===== src/rtl/ivp_map.svh =====
// Offsets, reset values and constants of the interrupt vector and priority map.
`ifndef IVP_MAP_SVH
`define IVP_MAP_SVH
`define IVP_NUM_LINES 24
`define IVP_NUM_LVLREGS 6
`define IVP_VEC_BASE 16'hfffa
`define IVP_LVL_RESET 8'hff
`define IVP_OFF_LVL0 12'h000
`define IVP_OFF_LVL5 12'h014
`define IVP_OFF_STATUS 12'h020
`define IVP_OFF_MASK 12'h024
`define IVP_OFF_CPULVL 12'h028
`define IVP_OFF_WINNER 12'h02c
`define IVP_OFF_IRQ_STAT 12'h030
`define IVP_OFF_IRQ_MASK 12'h034
`define IVP_UNMAPPED_DATA 32'hdead_0000
`define IVP_EVT_ACCEPT 0
`define IVP_EVT_NEWREQ 1
`endif


===== src/rtl/ivp_pkg.sv =====
// Types shared by the interrupt vector and priority map.
package ivp_pkg;
    typedef struct packed {
        logic valid;
        logic [4:0] line;
        logic [1:0] level;
        logic [15:0] vector;
    } ivp_req_t;
    typedef struct packed {
        logic [1:0] ext_lo;
        logic [3:0] ext_hi;
        logic tmr0_lo;
        logic tmr0_hi;
        logic ser_rx;
        logic ser_tx;
        logic tmr1_hi;
        logic adc;
        logic tbt;
        logic wpre;
        logic tmr1_lo;
        logic flash;
    } ivp_src_t;
    typedef enum logic [2:0] {
        IVP_IDLE = 3'b001,
        IVP_PRESENT = 3'b010,
        IVP_ACK = 3'b100
    } ivp_state_t;
endpackage


===== src/rtl/ivp_level_regs.sv =====
// Bank of level registers holding the two-bit level field of every request line.
`timescale 1ns/100ps
`include "ivp_map.svh"
module ivp_level_regs #(
    parameter int NREG = `IVP_NUM_LVLREGS
) (
    // Clock and reset.
    input wire logic pclk,
    input wire logic presetn,
    // Write port.
    input wire logic wr_en,
    input wire logic [2:0] wr_idx,
    input wire logic [7:0] wr_data,
    // Read port.
    input wire logic [2:0] rd_idx,
    output logic [7:0] rd_data_r,
    // All fields, flat.
    output logic [NREG*8-1:0] fields
);
    logic [7:0] mem_r [NREG];

    // Registers start at all ones, the least urgent level.
    always_ff @(posedge pclk or negedge presetn) begin
        if (!presetn) begin
            for (int i = 0; i < NREG; i++) begin
                mem_r[i] <= `IVP_LVL_RESET;
            end
        end else if (wr_en && (32'(wr_idx) < NREG)) begin
            mem_r[wr_idx] <= wr_data;
        end
    end

    // Registered read port.
    always_ff @(posedge pclk or negedge presetn) begin
        if (!presetn) begin
            rd_data_r <= 8'h00;
        end else if (32'(rd_idx) < NREG) begin
            rd_data_r <= mem_r[rd_idx];
        end else begin
            rd_data_r <= 8'h00;
        end
    end

    // Flatten for the arbiter.
    always_comb begin
        for (int i = 0; i < NREG; i++) begin
            fields[i*8 +: 8] = mem_r[i];
        end
    end
endmodule


===== src/rtl/ivp_top.sv =====
// Interrupt vector and priority map with APB register access.
`timescale 1ns/100ps
`include "ivp_map.svh"
module ivp_top #(
    parameter int NLINES = `IVP_NUM_LINES
) (
    // APB slave.
    input wire logic pclk,
    input wire logic presetn,
    input wire logic psel,
    input wire logic penable,
    input wire logic pwrite,
    input wire logic [11:0] paddr,
    input wire logic [31:0] pwdata,
    output logic [31:0] prdata,
    output logic pready,
    output logic pslverr,
    // Peripheral request inputs.
    input wire ivp_pkg::ivp_src_t src,
    // CPU side.
    input wire logic [1:0] cpu_level,
    input wire logic cpu_ack,
    output ivp_pkg::ivp_req_t cpu_req,
    output logic cpu_take,
    // Interrupt output.
    output logic irq
);
    logic [NLINES-1:0] line_req;
    logic [NLINES-1:0] pend_r;
    logic [NLINES-1:0] mask_r;
    logic [47:0] lvl_fields;
    logic [7:0] lvl_rd;
    logic [1:0] cpu_lvl_r;
    logic [1:0] irq_stat_r;
    logic [1:0] irq_mask_r;
    logic [1:0] evt;
    ivp_pkg::ivp_req_t win;
    ivp_pkg::ivp_req_t req_r;
    ivp_pkg::ivp_state_t state_r;
    ivp_pkg::ivp_state_t state_nxt;
    logic wr_acc;
    logic rd_setup;
    logic lvl_hit;
    logic [2:0] lvl_idx;
    logic rd_lvl_r;
    logic [31:0] rd_other_r;
    logic [7:0] lvl_hold_r;
    logic lvl_live;
    logic accept;

    // Vector address of a line.
    function automatic logic [15:0] vec_of(input logic [4:0] n);
        vec_of = 16'(`IVP_VEC_BASE - {10'h000, n, 1'b0});
    endfunction

    // Level field of a line out of the flat register bank.
    function automatic logic [1:0] lvl_of(input logic [47:0] f, input logic [4:0] n);
        lvl_of = f[{n, 1'b0} +: 2];
    endfunction

    // Source wiring onto request lines; unlisted lines stay low.
    always_comb begin
        line_req = '0;
        line_req[0] = src.ext_lo[0];
        line_req[1] = src.ext_lo[1];
        line_req[2] = src.ext_hi[0] | src.ext_hi[2];
        line_req[3] = src.ext_hi[1] | src.ext_hi[3];
        line_req[5] = src.tmr0_lo;
        line_req[6] = src.tmr0_hi;
        line_req[7] = src.ser_rx;
        line_req[8] = src.ser_tx;
        line_req[14] = src.tmr1_hi;
        line_req[18] = src.adc;
        line_req[19] = src.tbt;
        line_req[20] = src.wpre;
        line_req[22] = src.tmr1_lo;
        line_req[23] = src.flash;
    end

    // APB decode; the slave answers with no wait states.
    assign pready = 1'b1;
    assign pslverr = 1'b0;
    assign wr_acc = psel & penable & pwrite;
    assign rd_setup = psel & ~penable & ~pwrite;
    assign lvl_hit = (paddr <= `IVP_OFF_LVL5) && (paddr[1:0] == 2'b00);
    assign lvl_idx = paddr[4:2];

    ivp_level_regs #(
        .NREG(`IVP_NUM_LVLREGS)
    ) u_lvl (
        .pclk(pclk),
        .presetn(presetn),
        .wr_en(wr_acc & lvl_hit),
        .wr_idx(lvl_idx),
        .wr_data(pwdata[7:0]),
        .rd_idx(lvl_idx),
        .rd_data_r(lvl_rd),
        .fields(lvl_fields)
    );

    // The CPU accepts the presented line at this edge.
    assign accept = cpu_ack & cpu_take;

    // Pending bits follow the request lines, held until the CPU accepts them.
    // The bit is cleared at the accept edge, while the presented line is still known.
    always_ff @(posedge pclk or negedge presetn) begin
        if (!presetn) begin
            pend_r <= '0;
        end else begin
            pend_r <= line_req | (pend_r & ~(accept ?
                      ({{(NLINES-1){1'b0}}, 1'b1} << req_r.line) : '0));
        end
    end

    // Winner: most urgent level (lowest value), ties to the lowest line.
    always_comb begin
        win = '0;
        win.level = 2'b11;
        for (int i = NLINES - 1; i >= 0; i--) begin
            if (pend_r[i] && !mask_r[i] &&
                (!win.valid || lvl_of(lvl_fields, 5'(i)) <= win.level)) begin
                win.valid = 1'b1;
                win.line = 5'(i);
                win.level = lvl_of(lvl_fields, 5'(i));
                win.vector = vec_of(5'(i));
            end
        end
    end

    // Presentation state machine.
    always_comb begin
        state_nxt = state_r;
        case (state_r)
            ivp_pkg::IVP_IDLE: begin
                if (win.valid) begin
                    state_nxt = ivp_pkg::IVP_PRESENT;
                end
            end
            ivp_pkg::IVP_PRESENT: begin
                if (cpu_ack && cpu_take) begin
                    state_nxt = ivp_pkg::IVP_ACK;
                end else if (!win.valid) begin
                    state_nxt = ivp_pkg::IVP_IDLE;
                end
            end
            ivp_pkg::IVP_ACK: begin
                state_nxt = ivp_pkg::IVP_IDLE;
            end
            default: begin
                state_nxt = ivp_pkg::IVP_IDLE;
            end
        endcase
    end

    // State register.
    always_ff @(posedge pclk or negedge presetn) begin
        if (!presetn) begin
            state_r <= ivp_pkg::IVP_IDLE;
        end else begin
            state_r <= state_nxt;
        end
    end

    // Registered request toward the CPU, refreshed while not acknowledged.
    always_ff @(posedge pclk or negedge presetn) begin
        if (!presetn) begin
            req_r <= '0;
        end else if (state_nxt == ivp_pkg::IVP_PRESENT) begin
            req_r <= win;
        end else begin
            req_r <= '0;
        end
    end

    // The CPU may take the request only when it is more urgent than its level.
    assign cpu_req = req_r;
    assign cpu_take = req_r.valid && (state_r == ivp_pkg::IVP_PRESENT) &&
                      (req_r.level < cpu_lvl_r);

    // Current CPU level snapshot.
    always_ff @(posedge pclk or negedge presetn) begin
        if (!presetn) begin
            cpu_lvl_r <= 2'b11;
        end else begin
            cpu_lvl_r <= cpu_level;
        end
    end

    // Events: an accepted request and a newly presented request.
    assign evt[`IVP_EVT_ACCEPT] = (state_r == ivp_pkg::IVP_ACK);
    assign evt[`IVP_EVT_NEWREQ] = (state_r == ivp_pkg::IVP_IDLE) && win.valid;

    // Line mask register.
    always_ff @(posedge pclk or negedge presetn) begin
        if (!presetn) begin
            mask_r <= '0;
        end else if (wr_acc && paddr == `IVP_OFF_MASK) begin
            mask_r <= pwdata[NLINES-1:0];
        end
    end

    // Sticky event status, write one to clear; a new event beats the clear.
    always_ff @(posedge pclk or negedge presetn) begin
        if (!presetn) begin
            irq_stat_r <= 2'b00;
        end else if (wr_acc && paddr == `IVP_OFF_IRQ_STAT) begin
            irq_stat_r <= (irq_stat_r & ~pwdata[1:0]) | evt;
        end else begin
            irq_stat_r <= irq_stat_r | evt;
        end
    end

    // Event mask register; a one enables the event onto irq.
    always_ff @(posedge pclk or negedge presetn) begin
        if (!presetn) begin
            irq_mask_r <= 2'b00;
        end else if (wr_acc && paddr == `IVP_OFF_IRQ_MASK) begin
            irq_mask_r <= pwdata[1:0];
        end
    end

    assign irq = |(irq_stat_r & irq_mask_r);

    // Read data captured in the setup phase, returned in the access phase.
    always_ff @(posedge pclk or negedge presetn) begin
        if (!presetn) begin
            rd_lvl_r <= 1'b0;
            rd_other_r <= 32'h0000_0000;
        end else if (rd_setup) begin
            rd_lvl_r <= lvl_hit;
            case (paddr)
                `IVP_OFF_STATUS: rd_other_r <= {8'h00, pend_r};
                `IVP_OFF_MASK: rd_other_r <= {8'h00, mask_r};
                `IVP_OFF_CPULVL: rd_other_r <= {30'h0, cpu_lvl_r};
                `IVP_OFF_WINNER: rd_other_r <= {8'h00, req_r};
                `IVP_OFF_IRQ_STAT: rd_other_r <= {30'h0, irq_stat_r};
                `IVP_OFF_IRQ_MASK: rd_other_r <= {30'h0, irq_mask_r};
                default: rd_other_r <= `IVP_UNMAPPED_DATA;
            endcase
        end
    end

    // Level read data is held after the access so prdata stands until the next read.
    assign lvl_live = psel & penable & ~pwrite;
    always_ff @(posedge pclk or negedge presetn) begin
        if (!presetn) begin
            lvl_hold_r <= 8'h00;
        end else if (lvl_live && rd_lvl_r) begin
            lvl_hold_r <= lvl_rd;
        end
    end

    // Writes to unimplemented offsets fall through with no effect.
    assign prdata = rd_lvl_r ? {24'h000000, (lvl_live ? lvl_rd : lvl_hold_r)} : rd_other_r;
endmodule


===== config.mk =====
export PLATFORM = sky130hd
export DESIGN_NAME = ivp_top
export DESIGN_NICKNAME = d
export VERILOG_FILES = /design/src/rtl/ivp_pkg.sv /design/src/rtl/ivp_level_regs.sv /design/src/rtl/ivp_top.sv
export VERILOG_INCLUDE_DIRS = /design/src /design/src/rtl
export SDC_FILE = /design/constraint.sdc
export NUM_CORES = 1
export LEC_CHECK = 0
export BUFFER_PORTS_ARGS = -buffer_cell sky130_fd_sc_hd__buf_4
export CAP_MARGIN = 40
export CORE_AREA = 2 2 160 162
export DETAILED_ROUTE_END_ITERATION = 8
export DIE_AREA = 0 0 162 164
export PLACE_DENSITY = 0.68
export SLEW_MARGIN = 20
export SYNTH_ARGS = -nofsm -noshare
export SYNTH_HDL_FRONTEND = slang
export SYNTH_SLANG_ARGS = --single-unit

===== constraint.sdc =====
create_clock -name pclk -period 34.3 [get_ports pclk]
set_clock_uncertainty 0.15 [all_clocks]
set_input_delay 1.715 -clock pclk [delete_from_list [all_inputs] [get_ports pclk]]
set_output_delay 1.715 -clock pclk [all_outputs]
set_load 0.03 [all_outputs]

==> qor.txt, run 1 <==
Outcome: finished, final reports clean
Post-Place Worst Slack: 2.47 ns
XOR/XNOR Fraction of Synth Area: 0%
DRT iter0 DRCs: 679
Port Buf Inserts: 114
Pwr per Cell Area: 47.2 mW/mm²
Psw: 191 µW
Reg-to-reg slack, setup: 2.29 ns
Fraction of registers with async set or reset after synthesis: 100%
Tot Pwr: 543 µW
Slew HR: 44.2%
Post-Syn Area: 0.00978 mm²
CTS tree: built
Root Driver: clkbuf_16
Die ar.: 0.0266 mm²
Final Setup Violations: 0
CP peak stage delay: 0.54 ns
Slew @ Worst Pin: 0.837 ns
Number of global-route vias before repair: 7915
Max cap viols: 0
Synth Area in Compound Gates: 17.7%
Final non-filler cell total: 1471
Dpl cell area: 0.0109 mm²
Hold path endpoint: lvl_hold_r[4]
Top FF cell, synth: dfrtp_1
Min-Delay Path Depth: 2
Min-delay src: u_lvl.rd_data_r[4]
Die Span Y: 164 µm
Part of the power in registers: 38.3%
Post-route clock period utilization: 93.3%
Worst R2R Start: mask_r[23]
R2r endpoint: cpu_req[21]
Final Util: 46.3%
Sequential share of the synthesized area: 41.3%
Simple-Gate Fraction of Synth Area: 19.3%
Total CTS buffers: 17
# H-tree levels: 4
Grt total ovfl: 0
Clk network pwr share: 35.3%
Post-Syn Area per Cell: 9.45 µm²
Hold Crit Class: reg -> reg
Fin. Hold Viols: 0
Post-cts resize count: 0
Setup bufs post-CTS: 0
CP bufs+invs: 4
Element type at the critical path end: flop
Worst setup margin: 2.29 ns
Cell Rows: 58
Final min period: 32.01 ns
Multi-input logic area: 0.00527 mm²
# diodes: 0
Worst-skew pair later-pin latency: 0.43 ns
RSZ-0062 raised after global routing: false
Cells after synthesis: 1035
Worst setup SP type: flop
Total track usage: 22.9%
Clk slew on worst S/H paths: 0.07 ns
First-pass GRT wire length: 46300 µm
Via count: 8353
Fin nets: 1222
Core area: 0.0248 mm²
FF/Latch Area: 0.00404 mm²
Slowest CP cell: a21boi_1
Die Width: 162 µm
WHS: 0.321 ns
Placed Instances: 1435
Largest family of logic cells by synthesized area: simple AND/OR/NAND/NOR gates
Mux cell area share after synthesis: 12.9%
Internal power: 352 µW
GP Congestion: 0.937
Crit path DAT: 32.15 ns
Routed WL: 29900 µm
WL/cell: 20.3 µm
Ys Warns: 0
CP most frequent cell: nor2_1
Leak: 5.26 nW
Clk buf depth: 2
# clock sinks: 159
Fill cells: 2386
Critical path depth: 141
Achievable Freq: 31.2 MHz
Initial antenna violation count: 0
Hold buffers post-CTS: 0
EDFF count, synth: 0
Combinational power share: 26.4%
Crit Path Category: reg -> reg
Synth Area in Adders: 3.65%
DRC: 0
Crit path max fanout: 9
Net Sw Frac: 35.2%
DRT Pass-1 Iters: 5
Crit-path leading delay family: compound AO/OA/AOI/OAI gates
Initial Util: 39.4%
#FFs+latches synth: 159
Setup total negative slack: 0 ns
Antenna Nets Post-Route: 0
Worst vdd ir: 0.0339 mV
Post-DP HPWL: 23000 µm
DR vias/cell: 5.68
Area growth syn-to-layout: 17.6%
I/O Pins: 128
R2R depth: 141
Max Transition Viols Final: 0
Critical Path RT: 34.44 ns
Yosys cell types: 87
Share of post-route cells with drive strength above 1: 28.3%
Post-route cell area: 0.0115 mm²
Largest net degree at the start of global routing: 60
==> cell usage in the layout (no fill, tap or decap), types with 10 or more instances in the layout <==
cell type,instances
mux2i_1,31
nand2b_1,39
nor2b_1,39
or3_1,12
nor2_1,85
buf_4,121
ha_1,26
clkbuf_16,17
a21oi_1,29
nor3_1,20
nand3_1,18
o21a_1,13
mux2_2,63
dfstp_2,51
o22ai_1,13
dfrtp_1,108
a22o_1,14
o21ai_0,81
nand2_1,114
o211ai_1,10
inv_1,53
==> state kept, by name, indices dropped and copies added (netlist names) <==
| name | flops |
|---|---|
| lvl_hold_r | 8 |
| irq_mask_r | 2 |
| u_lvl.fields | 48 |
| cpu_req | 12 |
| rd_other_r | 25 |
| irq_stat_r | 2 |
| u_lvl.rd_data_r | 8 |
| pend_r | 24 |
| rd_lvl_r | 1 |
| state_r | 3 |
| cpu_lvl_r | 2 |
| mask_r | 24 |
==> cells by family (layout without fill, tap and decap cells) <==
family,after synthesis,after routing
simple gates,376,376
compound gates,254,254
flops,159,159
buf+inv,109,212
mux,106,106
fa+ha+maj,29,29
other cells,2,5
==> area by class of cell <==
type | instances | area share [%]
clock inverters | 14 | 1.34
well taps | 330 | 3.59
inverters | 54 | 1.76
repair buffers | 126 | 8.51
clock buffers | 18 | 3.82
flip-flops and latches | 159 | 35.2
multi-input cells | 770 | 45.8
==> worst reg2reg max path, delay by kind of cell, from the launching register on <==
family,cells,cell delay [ns]
AOI/OAI and AO/OA,61,13.57
adders and majority gates,26,7.02
and+or+nand+nor,40,6.78
muxes,10,3.62
DFF,1,0.47
buffers and inverters,4,0.31
==> routing by layer <==
layer | track usage [%] | vias to the layer above | wire length, µm
met5 | 0 | - | 0
met4 | 7.64 | 0 | 822
met3 | 3.23 | 47 | 1650
met2 | 37.7 | 294 | 14100
met1 | 31.2 | 4132 | 13300
li1 | - | 3880 | -
==> power by group through the flow <==
stage | clock [mW] | sequential, mW | combinational, mW
2_1_floorplan | 0 | 0.214 | 0.0923
3_3_place_gp | 0 | 0.211 | 0.140
3_5_place_dp | 0 | 0.211 | 0.141
4_1_cts | 0.194 | 0.208 | 0.142
5_1_grt | 0.202 | 0.209 | 0.155
6_report | 0.192 | 0.208 | 0.143
==> Yosys cell counts, types with 6 or more instances <==
cell type / instances / share of area, %
nor2_1: 85 / 3.3
mux4_2: 8 / 1.8
nor3_1: 22 / 1.1
dfstp_2: 51 / 14
a21o_1: 7 / 0.54
buf_4: 22 / 1.7
ha_1: 26 / 3.3
o21ai_0: 82 / 4.2
o31ai_1: 7 / 0.54
dfrtp_1: 108 / 28
o211ai_1: 10 / 0.77
inv_1: 53 / 2.0
mux2_2: 63 / 7.3
nand2_1: 114 / 4.4
a22o_1: 14 / 1.3
a21oi_1: 29 / 1.5
or3_1: 12 / 0.77
o22ai_1: 13 / 0.83
or2_2: 7 / 0.45
o21a_1: 13 / 1.0
nand2b_1: 39 / 2.5
nor3b_1: 7 / 0.54
mux2i_1: 31 / 3.2
nand3_1: 18 / 0.92
a31oi_1: 9 / 0.58
nor2b_1: 39 / 2.5
nor4_1: 6 / 0.38
clkbuf_1: 27 / 1.0
==> worst max-delay path by stage <==
stage	start	to
after floorplan	mask_r[23]	cpu_req[21]
after global placement	mask_r[23]	cpu_req[21]
after detailed placement	mask_r[23]	cpu_req[21]
after CTS	mask_r[23]	cpu_req[21]
after global routing	mask_r[23]	cpu_req[21]
final	mask_r[23]	cpu_req[21]
Power figures use the tool's default switching activity.
==> run 2: changes to the inputs <==
--- a/config.mk
+++ b/config.mk
@@ -6,11 +6,12 @@
 export SDC_FILE = /design/constraint.sdc
 export NUM_CORES = 1
 export LEC_CHECK = 0
+export ABC_AREA = 1
 export BUFFER_PORTS_ARGS = -buffer_cell sky130_fd_sc_hd__buf_4
 export CAP_MARGIN = 40
-export CORE_AREA = 2 2 160 162
+export CORE_AREA = 2 2 158 160
 export DETAILED_ROUTE_END_ITERATION = 8
-export DIE_AREA = 0 0 162 164
+export DIE_AREA = 0 0 160 162
 export PLACE_DENSITY = 0.68
 export SLEW_MARGIN = 20
 export SYNTH_ARGS = -nofsm -noshare
==> qor.txt, run 2 <==
Number of global-route vias before repair: 8392
Antenna Nets Post-Route: 0
Initial Util: 39.8%
Net Sw Frac: 30.3%
Combinational power share: 15.3%
Pwr per Cell Area: 41.8 mW/mm²
Max Transition Viols Final: 0
Grt total ovfl: 0
DRT Pass-1 Iters: 5
Achievable Freq: 42.5 MHz
Cells after synthesis: 1263
Fraction of registers with async set or reset after synthesis: 100%
Crit path DAT: 23.75 ns
Met2 Usage GRT: 38.2%
Part of the power in registers: 43.2%
Largest family of logic cells by synthesized area: simple AND/OR/NAND/NOR gates
Setup bufs post-CTS: 0
Final Setup Violations: 0
First-pass GRT wire length: 46200 µm
CP most frequent cell: nand2_2
Psw: 144 µW
Most common cell after layout, fill and taps aside: nand2_1
Synth Area in Adders: 3.39%
Worst setup margin: 10.75 ns
Slowest CP cell: dfrtp_1
Outcome: finished, final reports clean
Post-DP HPWL: 23100 µm
Fin nets: 1461
Met3 usage: 3.35%
WL/cell: 17.5 µm
Largest net degree at the start of global routing: 58
Worst-skew pair later-pin latency: 0.44 ns
I/O Pins: 128
Hold buffers post-CTS: 0
Leading post-synthesis cells by cell area: dfrtp_1 (28%), dfstp_2 (14%), nand2_1 (8.7%), inv_1 (8.4%), o21ai_0 (7.7%)
# H-tree levels: 4
Max FFs per register: 48
Crit Path Category: reg -> reg
Post-cts resize count: 0
Top FF cell, synth: dfrtp_1
Element type at the critical path end: flop
Crit-path leading delay family: simple AND/OR/NAND/NOR gates
Post-route clock period utilization: 68.7%
Core area: 0.0241 mm²
Yosys cell types: 39
Die ar.: 0.0259 mm²
Post-Place Worst Slack: 11.17 ns
Post-Syn Area per Cell: 7.59 µm²
Initial antenna violation count: 0
CP bufs+invs: 24
CTS tree: built
Final min period: 23.55 ns
WHS: 0.303 ns
DRT iter0 DRCs: 784
Ys Warns: 0
Cell Rows: 57
GP Congestion: 0.899
Internal power: 331 µW
Max cap viols: 0
Leak: 5.55 nW
Clk slew on worst S/H paths: 0.07 ns
DRC: 0
Total track usage: 23.3%
CP peak stage delay: 0.37 ns
Mux cell area share after synthesis: 0.352%
Share of post-route cells with drive strength above 1: 22.2%
Port Buf Inserts: 114
Clk network pwr share: 41.5%
GRT Max-Usage Layer: met2
Count leader, synth: nand2_1
Root Driver: clkbuf_16
Top cell type's share of synthesized area: 28.2%
# diodes: 0
RSZ-0062 raised after global routing: false
#FFs+latches synth: 159
Worst setup SP type: flop
Slew @ Worst Pin: 0.846 ns
Post-Syn Area: 0.00959 mm²
Met1 usage: 30.9%
Via count: 8953
XOR/XNOR Fraction of Synth Area: 0%
Routed WL: 29800 µm
Most frequent cells in the layout: nand2_1 (222), inv_1 (214), o21ai_0 (147)
Critical Path RT: 34.49 ns
Clk buf depth: 2
Total CTS buffers: 17
Die Span Y: 162 µm
EDFF count, synth: 0
Final Util: 47.1%
Area growth syn-to-layout: 18.4%
Commonest cells in the netlist: nand2_1 (222), inv_1 (214), o21ai_0 (147)
Slew HR: 43.1%
Hold Crit Class: reg -> reg
Fin. Hold Viols: 0
Sequential share of the synthesized area: 42.2%
Synth Area in Compound Gates: 17.4%
DR vias/cell: 5.25
Worst vdd ir: 0.0387 mV
Tot Pwr: 474 µW
Die Width: 160 µm
Setup total negative slack: 0 ns
Crit path max fanout: 8
Simple-Gate Fraction of Synth Area: 25.3%
# clock sinks: 159
Yosys top cell by area: dfrtp_1
[run 2: cell type report]
class                   instances  area, µm²
repair buffers                126        977
clock buffers                  17        425
multi-input cells             841       4490
inverters                     222        833
fillers                      2410      12800
well taps                     324        405
flip-flops and latches        159       4040
clock inverters                15        174
[run 2: metrics by stage]
stage	cell area, µm²	std cells
floorplan	9600	1266
global placement	10700	1668
detailed placement	10700	1669
CTS	11300	1701
global route	11300	1704
finish	11300	1704
[run 2: power groups by stage]
stage | clock [mW] | combinational, mW | sequential [mW]
after floorplan | 0 | 0.0421 | 0.211
after global placement | 0 | 0.0716 | 0.208
after detailed placement | 0 | 0.0727 | 0.208
after global routing | 0.206 | 0.0787 | 0.206
after CTS | 0.198 | 0.0729 | 0.205
final | 0.197 | 0.0727 | 0.205
[run 2: kinds of logic (layout without fill, tap and decap cells)]
logic type	count (synthesis)	after routing
flops	159	159
fa+ha+maj	26	26
mux	3	3
simple gates	515	515
buf+inv	266	380
other cells	2	5
compound gates	292	292
[run 2: metal layers]
metal	vias up	part of all wire [%]	wire, µm
met3	49	5.0	1500
met5	-	0	0
met4	0	3.8	1150
met1	4285	44	13200
met2	303	47	14000
li1	4316	-	-
[run 2: path summary, 6_finish.rpt]
| path | slack, ns | start | endpoint | depth (start not counted) |
|---|---|---|---|---|
| max | 10.75 | mask_r[23] | cpu_req[21] | 170 |
| max in group asynchronous | 31.58 | presetn | mask_r[1] | 3 |
| min | 0.30 | state_r[1] | irq_stat_r[0] | 1 |
| max reg2reg | 10.75 | mask_r[23] | cpu_req[21] | 170 |
| min in group asynchronous | 1.05 | presetn | mask_r[18] | 1 |
| min reg2reg | 0.30 | state_r[1] | irq_stat_r[0] | 1 |
==> run 3: changes to the inputs <==
--- a/config.mk
+++ b/config.mk
@@ -12,7 +12,7 @@
 export CORE_AREA = 2 2 158 160
 export DETAILED_ROUTE_END_ITERATION = 8
 export DIE_AREA = 0 0 160 162
-export PLACE_DENSITY = 0.68
+export PLACE_DENSITY = 0.71
 export SLEW_MARGIN = 20
 export SYNTH_ARGS = -nofsm -noshare
 export SYNTH_HDL_FRONTEND = slang
==> constraint.sdc (replaced) <==
create_clock -name pclk -period 21.5 [get_ports pclk]
set_clock_uncertainty 0.15 [all_clocks]
set_input_delay 1.075 -clock pclk [delete_from_list [all_inputs] [get_ports pclk]]
set_output_delay 1.075 -clock pclk [all_outputs]
set_load 0.03 [all_outputs]
==> qor.txt, run 3 (synthesis gave the netlist of run 2 again) <==
Outcome: finished, final reports clean
Clk slew on worst S/H paths: 0.07 ns
Area growth syn-to-layout: 28.7%
Crit Path Category: reg -> reg
I/O Pins: 128
Share of post-route cells with drive strength above 1: 32.7%
# diodes: 0
Worst setup margin: 1.04 ns
Worst R2R Start: mask_r[23]
Hold Crit Class: reg -> reg
Reg-to-reg slack, setup: 1.04 ns
Port Buf Inserts: 114
Max Transition Viols Final: 0
Initial antenna violation count: 0
WL/cell: 17.9 µm
Critical Path RT: 21.70 ns
Number of global-route vias before repair: 8875
Most frequent cells in the layout: inv_1 (202), nand2_1 (200), buf_4 (186)
Routed WL: 31600 µm
CP most frequent cell: nand2_2
Via count: 9482
Post-route clock period utilization: 95.2%
DR vias/cell: 5.36
# clock sinks: 159
Pwr per Cell Area: 62.7 mW/mm²
Fin. Hold Viols: 0
Min-Delay Path Depth: 1
R2r endpoint: cpu_req[21]
Total track usage: 23.8%
Total CTS buffers: 17
Die ar.: 0.0259 mm²
Initial Util: 39.8%
GP Congestion: 0.988
Worst vdd ir: 0.0569 mV
First-pass GRT wire length: 47600 µm
Slew HR: 36.2%
Final min period: 20.46 ns
Core area: 0.0241 mm²
Crit path DAT: 20.66 ns
Fill cells: 2237
# H-tree levels: 4
Hold buffers post-CTS: 0
Slew @ Worst Pin: 0.949 ns
Largest net degree at the start of global routing: 89
R2R depth: 186
Post-Place Worst Slack: -0.444 ns
Die Width: 160 µm
Post-route cell area: 0.0123 mm²
CP peak stage delay: 0.37 ns
Leak: 5.93 nW
Crit path from: mask_r[23]
CTS tree: built
Grt total ovfl: 0
Most common cell after layout, fill and taps aside: inv_1
DRT iter0 DRCs: 732
Worst setup SP type: flop
Setup total negative slack: 0 ns
Clk buf depth: 2
Fin nets: 1525
Max cap viols: 0
Achievable Freq: 48.9 MHz
DRT Pass-1 Iters: 6
Dpl cell area: 0.0110 mm²
Min-delay src: state_r[1]
Element type at the critical path end: flop
Crit path max fanout: 4
Post-DP HPWL: 23200 µm
Root Driver: clkbuf_16
Slowest CP cell: dfrtp_1
Max FFs per register: 48
Cell Rows: 57
Hold path endpoint: irq_stat_r[0]
Antenna Nets Post-Route: 0
DRC: 0
Final Setup Violations: 0
Worst-skew pair later-pin latency: 0.44 ns
Die Span Y: 162 µm
## run 3: changes by cell type in the layout (fill, tap and decap cells not counted), sizes merged
cell / change
clkinvlp: +2
inv: -3
buf: +64
bufinv: +1
## run 3: power breakdown
group	internal, mW	switching, mW	total [mW]
clock	0.186	0.137	0.323
sequential	0.314	0.0137	0.328
combinational	0.0416	0.0804	0.122
## run 3: metal layers
layer | track usage, % | vias to the layer above | share of wire (%)
met1 | 30.9 | 4490 | 41
met5 | 0 | - | 0
met2 | 38.3 | 433 | 47
met4 | 11.8 | 0 | 5.1
met3 | 4.55 | 103 | 6.8
li1 | - | 4456 | -
## run 3: how the worst max path moves through the flow
stage / endpoint / slack, ns / cells after the start
finish: cpu_req[21] / 1.04 / 186
global route: cpu_req[21] / -0.43 / 187
CTS: cpu_req[21] / 0.04 / 184
detailed placement: cpu_req[21] / -0.44 / 173
global placement: cpu_req[21] / 0.004 / 169
floorplan: cpu_req[21] / 1.42 / 176
## run 3: area by class of cell
type | count | area, µm² | area share (%)
clock buffer | 17 | 425 | 3.45
clock inverter | 15 | 200 | 1.62
inverter | 222 | 836 | 6.78
multi-input combinational | 841 | 4950 | 40.1
sequential | 159 | 4040 | 32.8
tap | 324 | 405 | 3.29
timing repair buffer | 190 | 1480 | 12.0
## run 3: stage by stage
stage	util, %	total power, mW	hold WS, ns	instances
2_1_floorplan	-	0.404	0.280	1266
3_3_place_gp	45.6	0.448	0.296	1708
3_5_place_dp	45.8	0.451	0.310	1711
4_1_cts	48.4	0.772	0.326	1743
5_1_grt	51.2	0.798	0.340	1768
6_report	51.2	0.773	0.328	1768
## run 3: what timing repair did
item,4_1_cts,5_1_grt
pin swaps,0,85
setup buffers,0,24
gates resized for setup,16,135
endpoints found under the setup margin,11,11
hold endpoints to repair,0,0
## run 3: worst max-delay path, delay by kind of cell, from the launching register on
family                     cells  cell delay [ns]
adders and majority gates     23             6.45
buffers and inverters         25             1.53
AOI/OAI and AO/OA             44             4.28
and+or+nand+nor               94             7.64
DFF                            1             0.37
